**src/core/cbrl_consts.vh**
```
// constants for the configuration byte reset loader
`ifndef CBRL_CONSTS_VH
`define CBRL_CONSTS_VH

// command codes on the programmer and self-programming ports
`define CBRL_CMD_READ        2'h0
`define CBRL_CMD_PROG        2'h1
`define CBRL_CMD_ERASE       2'h2
`define CBRL_CMD_CHIP_ERASE  2'h3

// byte selects inside the configuration space
`define CBRL_SEL_BOOTSEC     1'b0
`define CBRL_SEL_BROWNOUT    1'b1

// address spaces of a programmer access
`define CBRL_SPACE_CODE      1'b0
`define CBRL_SPACE_CFG       1'b1

// field positions, boot and security byte
`define CBRL_BOOT_SRC_BIT    7
`define CBRL_TBL_LOCK_BIT    2
`define CBRL_CHIP_LOCK_BIT   1

// field positions, brownout byte
`define CBRL_BOD_EN_BIT      7
`define CBRL_BOD_LVL_HI_BIT  6
`define CBRL_BOD_LVL_LO_BIT  5
`define CBRL_BOD_RST_BIT     4

// erased value and the value shown for a locked code byte
`define CBRL_BLANK_BYTE      8'hff
`define CBRL_LOCKED_READ     8'hff

// reset values of the live bits before the first load
`define CBRL_LIVE_BOOT_RST   1'b0
`define CBRL_LIVE_BOD_RST    4'hf
`define CBRL_LIVE_TLOCK_RST  1'b1

`endif

```
**src/core/cbrl_top_unused_placeholder_none.v**
```verilog
// intentionally empty of logic: no additional module
`timescale 1ns/10ps
`default_nettype none
`default_nettype wire

```
**src/core/cbrl_nv_store.v**
```verilog
// non-volatile store holding the two configuration bytes
`timescale 1ns/10ps
`default_nettype none
`include "cbrl_consts.vh"

module cbrl_nv_store #(
    parameter NUM_BYTES = 2
) (
    // clock
    input  wire       ref_clk,
    // byte access
    input  wire       prog_en,
    input  wire       erase_en,
    input  wire       wr_sel,
    input  wire [7:0] wr_data,
    // whole chip erase
    input  wire       chip_erase_en,
    // contents, read without delay
    output wire [7:0] bootsec_byte,
    output wire [7:0] brownout_byte
);

    reg [7:0] cell_mem [0:NUM_BYTES-1];
    integer   i;

    // cells power up erased; no reset because contents survive every reset
    initial
    begin
        for (i = 0; i < NUM_BYTES; i = i + 1)
            cell_mem[i] = `CBRL_BLANK_BYTE;
    end

    // programming only clears bits, erase sets them back to ones
    always @(posedge ref_clk)
    begin
        if (chip_erase_en)
        begin
            for (i = 0; i < NUM_BYTES; i = i + 1)
                cell_mem[i] <= `CBRL_BLANK_BYTE;
        end
        else if (erase_en)
            cell_mem[wr_sel] <= `CBRL_BLANK_BYTE;
        else if (prog_en)
            cell_mem[wr_sel] <= cell_mem[wr_sel] & wr_data;
    end

    assign bootsec_byte  = cell_mem[`CBRL_SEL_BOOTSEC];
    assign brownout_byte = cell_mem[`CBRL_SEL_BROWNOUT];

endmodule // cbrl_nv_store

`default_nettype wire

```
**src/core/cbrl_top.v**
```verilog
// configuration byte store, reset reload of live bits and read protection
//
// Notes on behaviour
// - after reset copy config bits with live counterparts into live bits
// - software reset reloads everything except the live boot select bit
// - boot source bit 7: one picks application area, zero the loader area
// - table lock zero blocks external-code table reads of internal areas
// - chip lock zero makes programmer code reads return ff
// - configuration bytes are always readable, locked or not
// - locked chip refuses config byte program or erase; chip erase clears all
// - chip lock does not change self-programming behaviour
// - brownout byte bit 7 enables brownout detection
// - brownout bits 6 and 5 select one of four threshold levels
// - brownout bit 4 lets a brownout event cause reset
// - non-software reset loads live boot select with inverted boot bit
`timescale 1ns/10ps
`default_nettype none
`include "cbrl_consts.vh"

module cbrl_top #(
    parameter NUM_CFG_BYTES = 2
) (
    // clock and power-on reset
    input  wire       ref_clk,
    input  wire       rst,
    // system reset sequencing
    input  wire       sys_rst_hold,
    input  wire       sw_reset_cause,
    output reg        cpu_hold_reg,
    // parallel programmer port
    input  wire       pgm_req,
    input  wire [1:0] pgm_cmd,
    input  wire       pgm_space,
    input  wire       pgm_sel,
    input  wire [7:0] pgm_wdata,
    input  wire [7:0] code_mem_rdata,
    output reg        pgm_ack_reg,
    output reg        pgm_refused_reg,
    output reg  [7:0] pgm_rdata_reg,
    output reg        code_erase_reg,
    // self-programming port
    input  wire       isp_req,
    input  wire [1:0] isp_cmd,
    input  wire       isp_sel,
    input  wire [7:0] isp_wdata,
    output reg        isp_ack_reg,
    output reg        isp_refused_reg,
    output reg  [7:0] isp_rdata_reg,
    // live control bits written by software
    input  wire       sfr_boot_wr,
    input  wire       sfr_boot_wdata,
    input  wire       sfr_bod_wr,
    input  wire [7:0] sfr_bod_wdata,
    // live control outputs
    output reg        live_boot_select_reg,
    output reg        boot_from_loader_reg,
    output reg        table_read_lock_reg,
    output reg        brownout_detect_en_reg,
    output reg  [1:0] brownout_level_reg,
    output reg        brownout_reset_en_reg,
    // table read gate
    input  wire       tbl_rd_req,
    input  wire       tbl_rd_from_external,
    output reg        tbl_rd_allow_reg,
    output reg        tbl_rd_blocked_reg
);

    // reset sequencer states
    localparam [1:0] ST_LOAD = 2'h0;
    localparam [1:0] ST_HOLD = 2'h1;
    localparam [1:0] ST_RUN  = 2'h2;

    // live brownout bits before the first load: enable, level hi, level lo, reset enable
    localparam [3:0] LIVE_BOD_RST = `CBRL_LIVE_BOD_RST;

    reg  [1:0] state_reg;
    reg  [1:0] state_next;
    reg        sw_cause_reg;
    wire [7:0] bootsec_byte;
    wire [7:0] brownout_byte;
    wire       chip_locked;

    // locked when the chip lock bit is programmed to zero
    assign chip_locked = ~bootsec_byte[`CBRL_CHIP_LOCK_BIT];

    // a config byte change by either port; locked chip refuses programmer ones
    function cfg_change_ok;
        input       req;
        input [1:0] cmd;
        input       space;
        input       lock_applies;
        begin
            cfg_change_ok = req && (space == `CBRL_SPACE_CFG) &&
                            ((cmd == `CBRL_CMD_PROG) || (cmd == `CBRL_CMD_ERASE)) &&
                            !lock_applies;
        end
    endfunction

    wire pgm_chip_erase;
    wire pgm_cfg_ok;
    wire pgm_cfg_refuse;
    wire isp_taken;
    wire isp_cfg_ok;
    reg  nv_prog_en;
    reg  nv_erase_en;
    reg  nv_sel;
    reg  [7:0] nv_wdata;

    assign pgm_chip_erase = pgm_req && (pgm_cmd == `CBRL_CMD_CHIP_ERASE);
    assign pgm_cfg_ok     = cfg_change_ok(pgm_req, pgm_cmd, pgm_space, chip_locked);
    assign pgm_cfg_refuse = cfg_change_ok(pgm_req, pgm_cmd, pgm_space, 1'b0) && chip_locked;
    // programmer wins a same-cycle clash; the self-programming request is refused
    assign isp_taken      = isp_req && !pgm_req;
    // lock never enters the self-programming path
    assign isp_cfg_ok     = cfg_change_ok(isp_taken, isp_cmd, `CBRL_SPACE_CFG, 1'b0);

    // steer the single write path of the store
    always @*
    begin
        nv_prog_en  = 1'b0;
        nv_erase_en = 1'b0;
        nv_sel      = pgm_sel;
        nv_wdata    = pgm_wdata;
        if (pgm_cfg_ok)
        begin
            nv_prog_en  = (pgm_cmd == `CBRL_CMD_PROG);
            nv_erase_en = (pgm_cmd == `CBRL_CMD_ERASE);
        end
        else if (isp_cfg_ok)
        begin
            nv_sel      = isp_sel;
            nv_wdata    = isp_wdata;
            nv_prog_en  = (isp_cmd == `CBRL_CMD_PROG);
            nv_erase_en = (isp_cmd == `CBRL_CMD_ERASE);
        end
    end

    cbrl_nv_store #(
        .NUM_BYTES     (NUM_CFG_BYTES)
    ) u_store (
        .ref_clk       (ref_clk),
        .prog_en       (nv_prog_en),
        .erase_en      (nv_erase_en),
        .wr_sel        (nv_sel),
        .wr_data       (nv_wdata),
        .chip_erase_en (pgm_chip_erase),
        .bootsec_byte  (bootsec_byte),
        .brownout_byte (brownout_byte)
    );

    // programmer answers one cycle after the request
    always @(posedge ref_clk or posedge rst)
    begin
        if (rst)
        begin
            pgm_ack_reg     <= 1'b0;
            pgm_refused_reg <= 1'b0;
            pgm_rdata_reg   <= `CBRL_BLANK_BYTE;
            code_erase_reg  <= 1'b0;
        end
        else
        begin
            pgm_ack_reg     <= pgm_req;
            pgm_refused_reg <= pgm_cfg_refuse;
            code_erase_reg  <= pgm_chip_erase;
            if (pgm_req && (pgm_cmd == `CBRL_CMD_READ))
            begin
                if (pgm_space == `CBRL_SPACE_CFG)
                    // config bytes never masked by the lock
                    pgm_rdata_reg <= pgm_sel ? brownout_byte : bootsec_byte;
                else if (chip_locked)
                    pgm_rdata_reg <= `CBRL_LOCKED_READ;
                else
                    pgm_rdata_reg <= code_mem_rdata;
            end
        end
    end

    // self-programming answers, identical locked or not
    always @(posedge ref_clk or posedge rst)
    begin
        if (rst)
        begin
            isp_ack_reg     <= 1'b0;
            isp_refused_reg <= 1'b0;
            isp_rdata_reg   <= `CBRL_BLANK_BYTE;
        end
        else
        begin
            isp_ack_reg     <= isp_taken;
            isp_refused_reg <= isp_req && pgm_req;
            if (isp_taken && (isp_cmd == `CBRL_CMD_READ))
                isp_rdata_reg <= isp_sel ? brownout_byte : bootsec_byte;
        end
    end

    // next state of the reset sequencer
    always @*
    begin
        case (state_reg)
            ST_LOAD:
                state_next = ST_HOLD;
            ST_HOLD:
                state_next = sys_rst_hold ? ST_HOLD : ST_RUN;
            ST_RUN:
                state_next = sys_rst_hold ? ST_LOAD : ST_RUN;
            default:
                state_next = ST_LOAD;
        endcase
    end

    // cause of the reset is caught on its leading edge, power-on counts as hardware
    always @(posedge ref_clk or posedge rst)
    begin
        if (rst)
        begin
            state_reg    <= ST_LOAD;
            sw_cause_reg <= 1'b0;
            cpu_hold_reg <= 1'b1;
        end
        else
        begin
            state_reg <= state_next;
            if (state_reg == ST_RUN && sys_rst_hold)
                sw_cause_reg <= sw_reset_cause;
            // cpu stays held until the load is done and reset has gone away
            cpu_hold_reg <= (state_next != ST_RUN);
        end
    end

    // live bits: loaded in the load state, otherwise software may change all but the table lock
    always @(posedge ref_clk or posedge rst)
    begin
        if (rst)
        begin
            live_boot_select_reg   <= `CBRL_LIVE_BOOT_RST;
            table_read_lock_reg    <= `CBRL_LIVE_TLOCK_RST;
            brownout_detect_en_reg <= LIVE_BOD_RST[3];
            brownout_level_reg     <= LIVE_BOD_RST[2:1];
            brownout_reset_en_reg  <= LIVE_BOD_RST[0];
        end
        else if (state_reg == ST_LOAD)
        begin
            // software reset keeps the boot selection software chose
            if (!sw_cause_reg)
                live_boot_select_reg <= ~bootsec_byte[`CBRL_BOOT_SRC_BIT];
            table_read_lock_reg    <= bootsec_byte[`CBRL_TBL_LOCK_BIT];
            brownout_detect_en_reg <= brownout_byte[`CBRL_BOD_EN_BIT];
            brownout_level_reg     <= {brownout_byte[`CBRL_BOD_LVL_HI_BIT],
                                       brownout_byte[`CBRL_BOD_LVL_LO_BIT]};
            brownout_reset_en_reg  <= brownout_byte[`CBRL_BOD_RST_BIT];
        end
        else
        begin
            if (sfr_boot_wr)
                live_boot_select_reg <= sfr_boot_wdata;
            if (sfr_bod_wr)
            begin
                brownout_detect_en_reg <= sfr_bod_wdata[`CBRL_BOD_EN_BIT];
                brownout_level_reg     <= {sfr_bod_wdata[`CBRL_BOD_LVL_HI_BIT],
                                           sfr_bod_wdata[`CBRL_BOD_LVL_LO_BIT]};
                brownout_reset_en_reg  <= sfr_bod_wdata[`CBRL_BOD_RST_BIT];
            end
        end
    end

    // boot area latched as the cpu is released; later writes only affect the next boot
    always @(posedge ref_clk or posedge rst)
    begin
        if (rst)
            boot_from_loader_reg <= 1'b0;
        else if (state_reg == ST_HOLD && !sys_rst_hold)
            boot_from_loader_reg <= live_boot_select_reg;
    end

    // table read gate, answer one cycle after the request
    always @(posedge ref_clk or posedge rst)
    begin
        if (rst)
        begin
            tbl_rd_allow_reg   <= 1'b0;
            tbl_rd_blocked_reg <= 1'b0;
        end
        else
        begin
            tbl_rd_allow_reg   <= tbl_rd_req &&
                                  !(tbl_rd_from_external && !table_read_lock_reg);
            tbl_rd_blocked_reg <= tbl_rd_req && tbl_rd_from_external &&
                                  !table_read_lock_reg;
        end
    end

endmodule // cbrl_top

`default_nettype wire

```
**config.mk**
```make
export PLATFORM = sky130hd
export DESIGN_NAME = cbrl_top
export DESIGN_NICKNAME = d
export VERILOG_FILES = /design/src/core/cbrl_top_unused_placeholder_none.v /design/src/core/cbrl_nv_store.v /design/src/core/cbrl_top.v
export VERILOG_INCLUDE_DIRS = /design/src /design/src/core
export SDC_FILE = /design/constraint.sdc
export NUM_CORES = 1
export LEC_CHECK = 0
export BUFFER_PORTS_ARGS = -buffer_cell sky130_fd_sc_hd__buf_2
export CAP_MARGIN = 30
export CORE_AREA = 2 2 71 73
export CTS_CLUSTER_SIZE = 20
export DETAILED_ROUTE_END_ITERATION = 10
export DIE_AREA = 0 0 73 75
export PLACE_DENSITY = 0.83
export SYNTH_ARGS = -nofsm -noshare
export SYNTH_HDL_FRONTEND = slang
export SYNTH_HIERARCHICAL = 1
export SYNTH_SLANG_ARGS = --single-unit
```
**constraint.sdc**
```tcl
create_clock -name ref_clk -period 4.36 [get_ports ref_clk]
set_input_delay 0.436 -clock ref_clk [delete_from_list [all_inputs] [get_ports ref_clk]]
set_output_delay 0.436 -clock ref_clk [all_outputs]
set_load 0.03 [all_outputs]
```
==> results of run 1 <==
## area by class of cell
cell class,instances,share of cell area [%]
Clock buffer,5,2.27
Clock inverter,3,2.27
Inverter,9,1.12
Multi-Input combinational cell,156,34.4
Sequential cell,50,44.9
Tap cell,54,2.23
Timing Repair Buffer,77,12.8
## worst max-delay path, cell delays in order
cell and delay (ns):
sky130_fd_sc_hd__buf_2 0.09, sky130_fd_sc_hd__inv_1 0.05, sky130_fd_sc_hd__ha_1 0.32, sky130_fd_sc_hd__nand2_2 0.26, sky130_fd_sc_hd__mux2_2 0.42, sky130_fd_sc_hd__o21bai_1 0.62
## kinds of logic (layout without fill, tap and decap cells)
kind of cell | Yosys count | count (layout)
XOR/XNOR | 1 | 1
AND/OR/NAND/NOR | 80 | 80
AO/OA/AOI/OAI | 37 | 37
multiplexers | 31 | 31
buffers and inverters | 19 | 94
flip-flops | 50 | 50
adder cells (fa/ha/maj) | 7 | 7
## power by group
group,internal [W],total [W],switching [W]
clock network,0.000230,0.000382,0.000152
logic,0.000150,0.000419,0.000269
registers,0.000606,0.000661,0.0000548
## metal layers
layer  vias to the layer above  global-route usage [%]
met2                        55                    32.7
li1                        923                       -
met4                         0                    5.56
met1                       886                    24.9
met5                         -                       0
met3                         5                    4.95
## stage by stage
step | instances | util, %
floorplan | 225 | -
global placement | 346 | 62.0
detailed placement | 346 | 62.0
CTS | 354 | 65.0
global route | 354 | 65.0
finish | 354 | 65.0
## cell usage after synthesis (6+ instances only)
cell                       count  area share, %
sky130_fd_sc_hd__buf_2         6            1.2
sky130_fd_sc_hd__nand2_1      48            7.2
sky130_fd_sc_hd__a21oi_1      13            2.6
sky130_fd_sc_hd__ha_1          7            3.5
sky130_fd_sc_hd__a22o_1        8            2.8
sky130_fd_sc_hd__dfstp_2      22             23
sky130_fd_sc_hd__o21ai_0       9            1.8
sky130_fd_sc_hd__nor2_1       14            2.1
sky130_fd_sc_hd__edfxtp_1     16             19
sky130_fd_sc_hd__dfrtp_1      12             12
sky130_fd_sc_hd__inv_1         9            1.4
sky130_fd_sc_hd__mux2i_1      19            7.6
sky130_fd_sc_hd__mux2_2       11            5.0
## worst paths after layout
check,end,slack (ns)
min reg2reg,isp_rdata_reg[5]$_DFFE_PP1P_,0.49
min,tbl_rd_blocked_reg$_DFF_PP0_,0.22
max in group asynchronous,pgm_rdata_reg[6]$_DFFE_PP1P_,3.80
min in group ref_clk,tbl_rd_allow_reg$_DFF_PP0_,0.33
max,u_store/cell_mem[0][3]$_SDFFCE_PN1P_,2.09
max reg2reg,u_store/cell_mem[0][3]$_SDFFCE_PN1P_,2.22
==> results.sh, run 1 <==
export IMPL_status="finished, final reports clean"
export IMPL_edff_count_synth=16
export IMPL_drt_pre_antenna_iters=4
export IMPL_max_transition_viols_final=0
export IMPL_worstHoldPathType="input pin to async pin"
export IMPL_timing_final_setup_violations=0
export IMPL_post_synth_mux_area_share_pct=13.2
export IMPL_final_cell_area_um2=3030
export IMPL_grt_max_degree=35
export IMPL_maxClockFrequency_mhz=441
export IMPL_ir_drop_mv=0.232
export IMPL_critical_path_class="input pin to register"
export IMPL_start_kind="input pin"
export IMPL_floorplan_die_area_um2=5480
export IMPL_initial_utilization_pct=53.6
export IMPL_io_pins=81
export IMPL_synthFlopType="sky130_fd_sc_hd__dfstp_2"
export IMPL_area_sequential_um2=1360
export IMPL_timing_setup_tns_ns=0
export IMPL_critPathCaptureType="register"
export IMPL_place_ws_ns=1.81
export IMPL_synth_seq_area_share_pct=54.4
export IMPL_tritoncts_num_sinks=50
export IMPL_hold_bufs_at_cts=0
export IMPL_synthCells=225
export IMPL_most_common_layout_cells="sky130_fd_sc_hd__buf_2 (76), sky130_fd_sc_hd__nand2_1 (48), sky130_fd_sc_hd__dfstp_2 (22)"
export IMPL_drcViolationCount=0
export IMPL_cts_post_setup_buffers_inserted=0
export IMPL_synth_warning_count=6
export IMPL_drt_wirelength_per_cell_um=14.7
export IMPL_synth_net_count=282
export IMPL_power_leakage_nw=1.43
export IMPL_period_minus_slack_ns=2.27
export IMPL_wl_met3_um=260
export IMPL_largest_register_ff_count=16
export IMPL_slew_limit_headroom_pct=49.7
export IMPL_tritoncts_num_buffers=5
export IMPL_gp_routability_congestion=0.774
export IMPL_arrival_ns=2.21
export IMPL_crit_path_start="isp_cmd[0]"
export IMPL_layout_cells_most_common="sky130_fd_sc_hd__buf_2"
export IMPL_power_density_nw_per_um2=483
export IMPL_via_count=1869
export IMPL_cts_max_level=2
export IMPL_max_slew_worst_pin_slew_ns=0.753
export IMPL_synth_xor_xnor_area_share_pct=0.351
export IMPL_combinational_family_with_the_most_area_after_synthesis="simple AND/OR/NAND/NOR gates"
export IMPL_dp_final_hpwl_um=3930
export IMPL_max_cap_violations=0
export IMPL_placed_cell_area_um2=2890
export IMPL_cts_resized=0
export IMPL_route_antenna_remaining_nets=0
export IMPL_die_x_um=73
export IMPL_p_total_w=0.00146
export IMPL_grt_pass1_wl_um=8020
export IMPL_total_congestion_overflow=0
export IMPL_final_hold_slack_ns=0.217
export IMPL_post_drt_via_cell_ratio=5.28
export IMPL_finalClockSkew_ns=0.00651
export IMPL_critical_path_peak_fanout=9
export IMPL_gr_usage_all_layers_pct=19.4
export IMPL_rows=25
export IMPL_synthArstFlopShare_pct=68.0
export IMPL_grt_pass1_vias=1794
export IMPL_synthDistinctLibCells=37
export IMPL_wirelength_met1_um=2260
export IMPL_post_synth_instance_area_um2=2500
export IMPL_crit_reg2reg_launch="u_store/cell_mem[0][1]$_SDFFCE_PN1P_"
export IMPL_reg2regPathDepth=5
export IMPL_port_buffers=76
export IMPL_diode_insertion_count_for_antenna_repair=0
export IMPL_drive_above_1_share_pct=41.7
export IMPL_number_of_register_bits_inferred_by_synthesis=50
export IMPL_rsz_0062_raised_after_global_routing="no"
export IMPL_postRouteWirelength_um=5220
export IMPL_synth_avg_cell_area_um2=11.1
export IMPL_fin_ws_ns=2.09
export IMPL_met2_routed_length_um=2640
export IMPL_core_area_um2=4660
export IMPL_area_growth_pct=21.3
export IMPL_finalNetCount=356
export IMPL_synth_compound_gate_area_share_pct=9.47
export IMPL_report_final_hold_viol_count=0
export IMPL_clock_root_buffer="sky130_fd_sc_hd__clkbuf_8"
export IMPL_clock_tree_buffer_depth=2
export IMPL_initial_antenna_violation_count=0
export IMPL_clk_insertion_delay_late_ns=0.30
export IMPL_routed_top_layer="met4"
export IMPL_post_synth_fa_ha_maj_area_fraction_pct=3.51
export IMPL_drt_initial_drc_count=160
export IMPL_clk_pin_slew_ns=0.09
export IMPL_finalCritPeriodShare_pct=52.0
export IMPL_multi_input_area_um2=1040
export IMPL_fill_cells=374
export IMPL_die_y_um=75
export IMPL_cts_tree="yes"
export IMPL_cp_required_ns=4.30
export IMPL_synthSimpleGateAreaFrac_pct=15.2
Note: power is estimated with default switching activity, not from simulation.
==> inputs of run 2 (changes only) <==
--- a/config.mk
+++ b/config.mk
@@ -8,11 +8,11 @@
 export LEC_CHECK = 0
 export BUFFER_PORTS_ARGS = -buffer_cell sky130_fd_sc_hd__buf_2
 export CAP_MARGIN = 30
-export CORE_AREA = 2 2 71 73
+export CORE_AREA = 2 2 74 76
 export CTS_CLUSTER_SIZE = 20
 export DETAILED_ROUTE_END_ITERATION = 10
-export DIE_AREA = 0 0 73 75
-export PLACE_DENSITY = 0.83
+export DIE_AREA = 0 0 76 78
+export PLACE_DENSITY = 0.77
 export SYNTH_ARGS = -nofsm -noshare
 export SYNTH_HDL_FRONTEND = slang
 export SYNTH_HIERARCHICAL = 1
==> constraint.sdc (replaced) <==
create_clock -name ref_clk -period 2.1 [get_ports ref_clk]
set_input_delay 0.21 -clock ref_clk [delete_from_list [all_inputs] [get_ports ref_clk]]
set_output_delay 0.21 -clock ref_clk [all_outputs]
set_load 0.03 [all_outputs]
==> run 2 against run 1 <==
  * Clock skew down 0.0013 ns
  * Sequential share of layout area down 0.48 points
  * Sequential power up 110%
  * Critical endpoint is now u_store/cell_mem[0][2]$_SDFFCE_PN1P_
  * Largest cell class unchanged
==> results.sh, run 2 (synthesis results as in run 1) <==
export IMPL_gr_usage_all_layers_pct=18.7
export IMPL_grt_max_degree=35
export IMPL_gp_routability_congestion=0.779
export IMPL_total_congestion_overflow=0
export IMPL_io_pins=81
export IMPL_postRouteWirelength_um=5280
export IMPL_post_drt_via_cell_ratio=5.08
export IMPL_rsz_0062_raised_after_global_routing="no"
export IMPL_dp_final_hpwl_um=3940
export IMPL_cp_required_ns=2.14
export IMPL_port_buffers=76
export IMPL_clock_tree_buffer_depth=2
export IMPL_cts_max_level=2
export IMPL_clk_pin_slew_ns=0.09
export IMPL_via_count=1906
export IMPL_initial_utilization_pct=49.5
export IMPL_finalCritPeriodShare_pct=82.6
export IMPL_route_antenna_remaining_nets=0
export IMPL_clk_insertion_delay_late_ns=0.30
export IMPL_critical_path_peak_fanout=8
export IMPL_wirelength_met1_um=2230
export IMPL_core_area_um2=5040
export IMPL_area_growth_pct=22.6
export IMPL_clock_root_buffer="sky130_fd_sc_hd__clkbuf_8"
export IMPL_wl_met3_um=252
export IMPL_layout_cells_most_common="sky130_fd_sc_hd__buf_2"
export IMPL_reg2regPathDepth=5
export IMPL_most_common_layout_cells="sky130_fd_sc_hd__buf_2 (76), sky130_fd_sc_hd__nand2_1 (48), sky130_fd_sc_hd__dfstp_2 (22)"
export IMPL_start_kind="register"
export IMPL_timing_setup_tns_ns=0
export IMPL_report_final_hold_viol_count=0
export IMPL_power_leakage_nw=1.43
export IMPL_drive_above_1_share_pct=42.0
export IMPL_final_hold_slack_ns=0.0965
export IMPL_grt_pass1_vias=1868
export IMPL_power_density_nw_per_um2=948
export IMPL_finalNetCount=361
export IMPL_die_x_um=76
export IMPL_cts_post_setup_buffers_inserted=0
export IMPL_maxClockFrequency_mhz=577
export IMPL_grt_pass1_wl_um=8700
export IMPL_slew_limit_headroom_pct=64.4
export IMPL_critPathCaptureType="register"
export IMPL_met2_routed_length_um=2680
export IMPL_tritoncts_num_buffers=5
export IMPL_largest_register_ff_count=16
export IMPL_drt_wirelength_per_cell_um=14.1
export IMPL_drcViolationCount=0
export IMPL_arrival_ns=1.77
export IMPL_worstHoldPathType="input pin to register"
export IMPL_fill_cells=443
export IMPL_rows=26
export IMPL_max_transition_viols_final=0
export IMPL_status="finished, final reports clean"
export IMPL_routed_top_layer="met4"
export IMPL_ir_drop_mv=0.462
export IMPL_finalClockSkew_ns=0.00518
export IMPL_initial_antenna_violation_count=0
export IMPL_period_minus_slack_ns=1.73
export IMPL_floorplan_die_area_um2=5930
export IMPL_whs_path_depth=2
export IMPL_tritoncts_num_sinks=50
export IMPL_cts_tree="yes"
export IMPL_drt_initial_drc_count=107
export IMPL_timing_final_setup_violations=0
export IMPL_drt_pre_antenna_iters=4
export IMPL_diode_insertion_count_for_antenna_repair=0
export IMPL_max_cap_violations=0
export IMPL_die_y_um=78
export IMPL_max_slew_worst_pin_slew_ns=0.533
export IMPL_critical_path_class="register to register"
## run 2: cell types whose count changed in the layout (fill, tap and decap cells not counted), sizes merged
| cell | change |
|---|---|
| clkinvlp | +1 |
| bufinv | -1 |
| clkbuf | +1 |
| buf | +4 |
| clkinv | -1 |
| dlygate4sd3 | +1 |
## run 2: metal layers
layer	global-route usage, %	vias up
met4	7.82	0
met2	31.4	52
met3	4.42	8
met5	0	-
li1	-	933
met1	23.2	913
## run 2: worst paths after layout
path,from,to,slack (ns)
setup / recovery,u_store/cell_mem[0][1]$_SDFFCE_PN1P_,u_store/cell_mem[0][2]$_SDFFCE_PN1P_,0.37
hold / removal,tbl_rd_from_external,tbl_rd_allow_reg$_DFF_PP0_,0.1
setup reg to reg,u_store/cell_mem[0][1]$_SDFFCE_PN1P_,u_store/cell_mem[0][2]$_SDFFCE_PN1P_,0.37
hold reg to reg,isp_rdata_reg[3]$_DFFE_PP1P_,isp_rdata_reg[3]$_DFFE_PP1P_,0.48
max in group asynchronous,rst,isp_rdata_reg[3]$_DFFE_PP1P_,1.23
min in group asynchronous,rst,tbl_rd_blocked_reg$_DFF_PP0_,0.54
## run 2: power by group
group | internal (W) | switching [W]
Clock | 0.000355 | 0.000310
Sequential | 0.00126 | 0.000112
Combinational | 0.000317 | 0.000549
## run 2: stage by stage
stage	instances	utilization [%]	setup WS, ns	power [W]	area [um2]
5_1_grt	375	60.7	0.292	0.00305	3060
6_report	375	60.7	0.366	0.00290	3060
4_1_cts	375	60.7	0.363	0.00293	3060
2_1_floorplan	225	-	0.159	0.00203	2500
3_5_place_dp	366	58.3	0.0600	0.00226	2940
3_3_place_gp	366	58.3	0.156	0.00224	2940
## run 2: repair_timing
| action | CTS | global route |
|---|---|---|
| hold endpoints to repair | 8 | 0 |
| hold buffers | 1 | 0 |
| resized for setup | 0 | 0 |
## run 2: area by class of cell
type | instances | area, um2 | area share, %
Clock buffer | 6 | 72.6 | 2.37
Clock inverter | 2 | 37.5 | 1.23
Inverter | 9 | 33.8 | 1.10
Multi-Input combinational cell | 156 | 1040 | 34.1
Sequential cell | 50 | 1360 | 44.4
Tap cell | 70 | 87.6 | 2.86
Timing Repair Buffer | 82 | 428 | 14.0
## run 2: worst max-delay path: stages, from the launching register on
cell and delay [ns]:
sky130_fd_sc_hd__edfxtp_1 0.40, sky130_fd_sc_hd__inv_1 0.10, sky130_fd_sc_hd__nor2_1 0.06, sky130_fd_sc_hd__a32o_1 0.26, sky130_fd_sc_hd__nor4b_4 0.53, sky130_fd_sc_hd__nand2_1 0.12
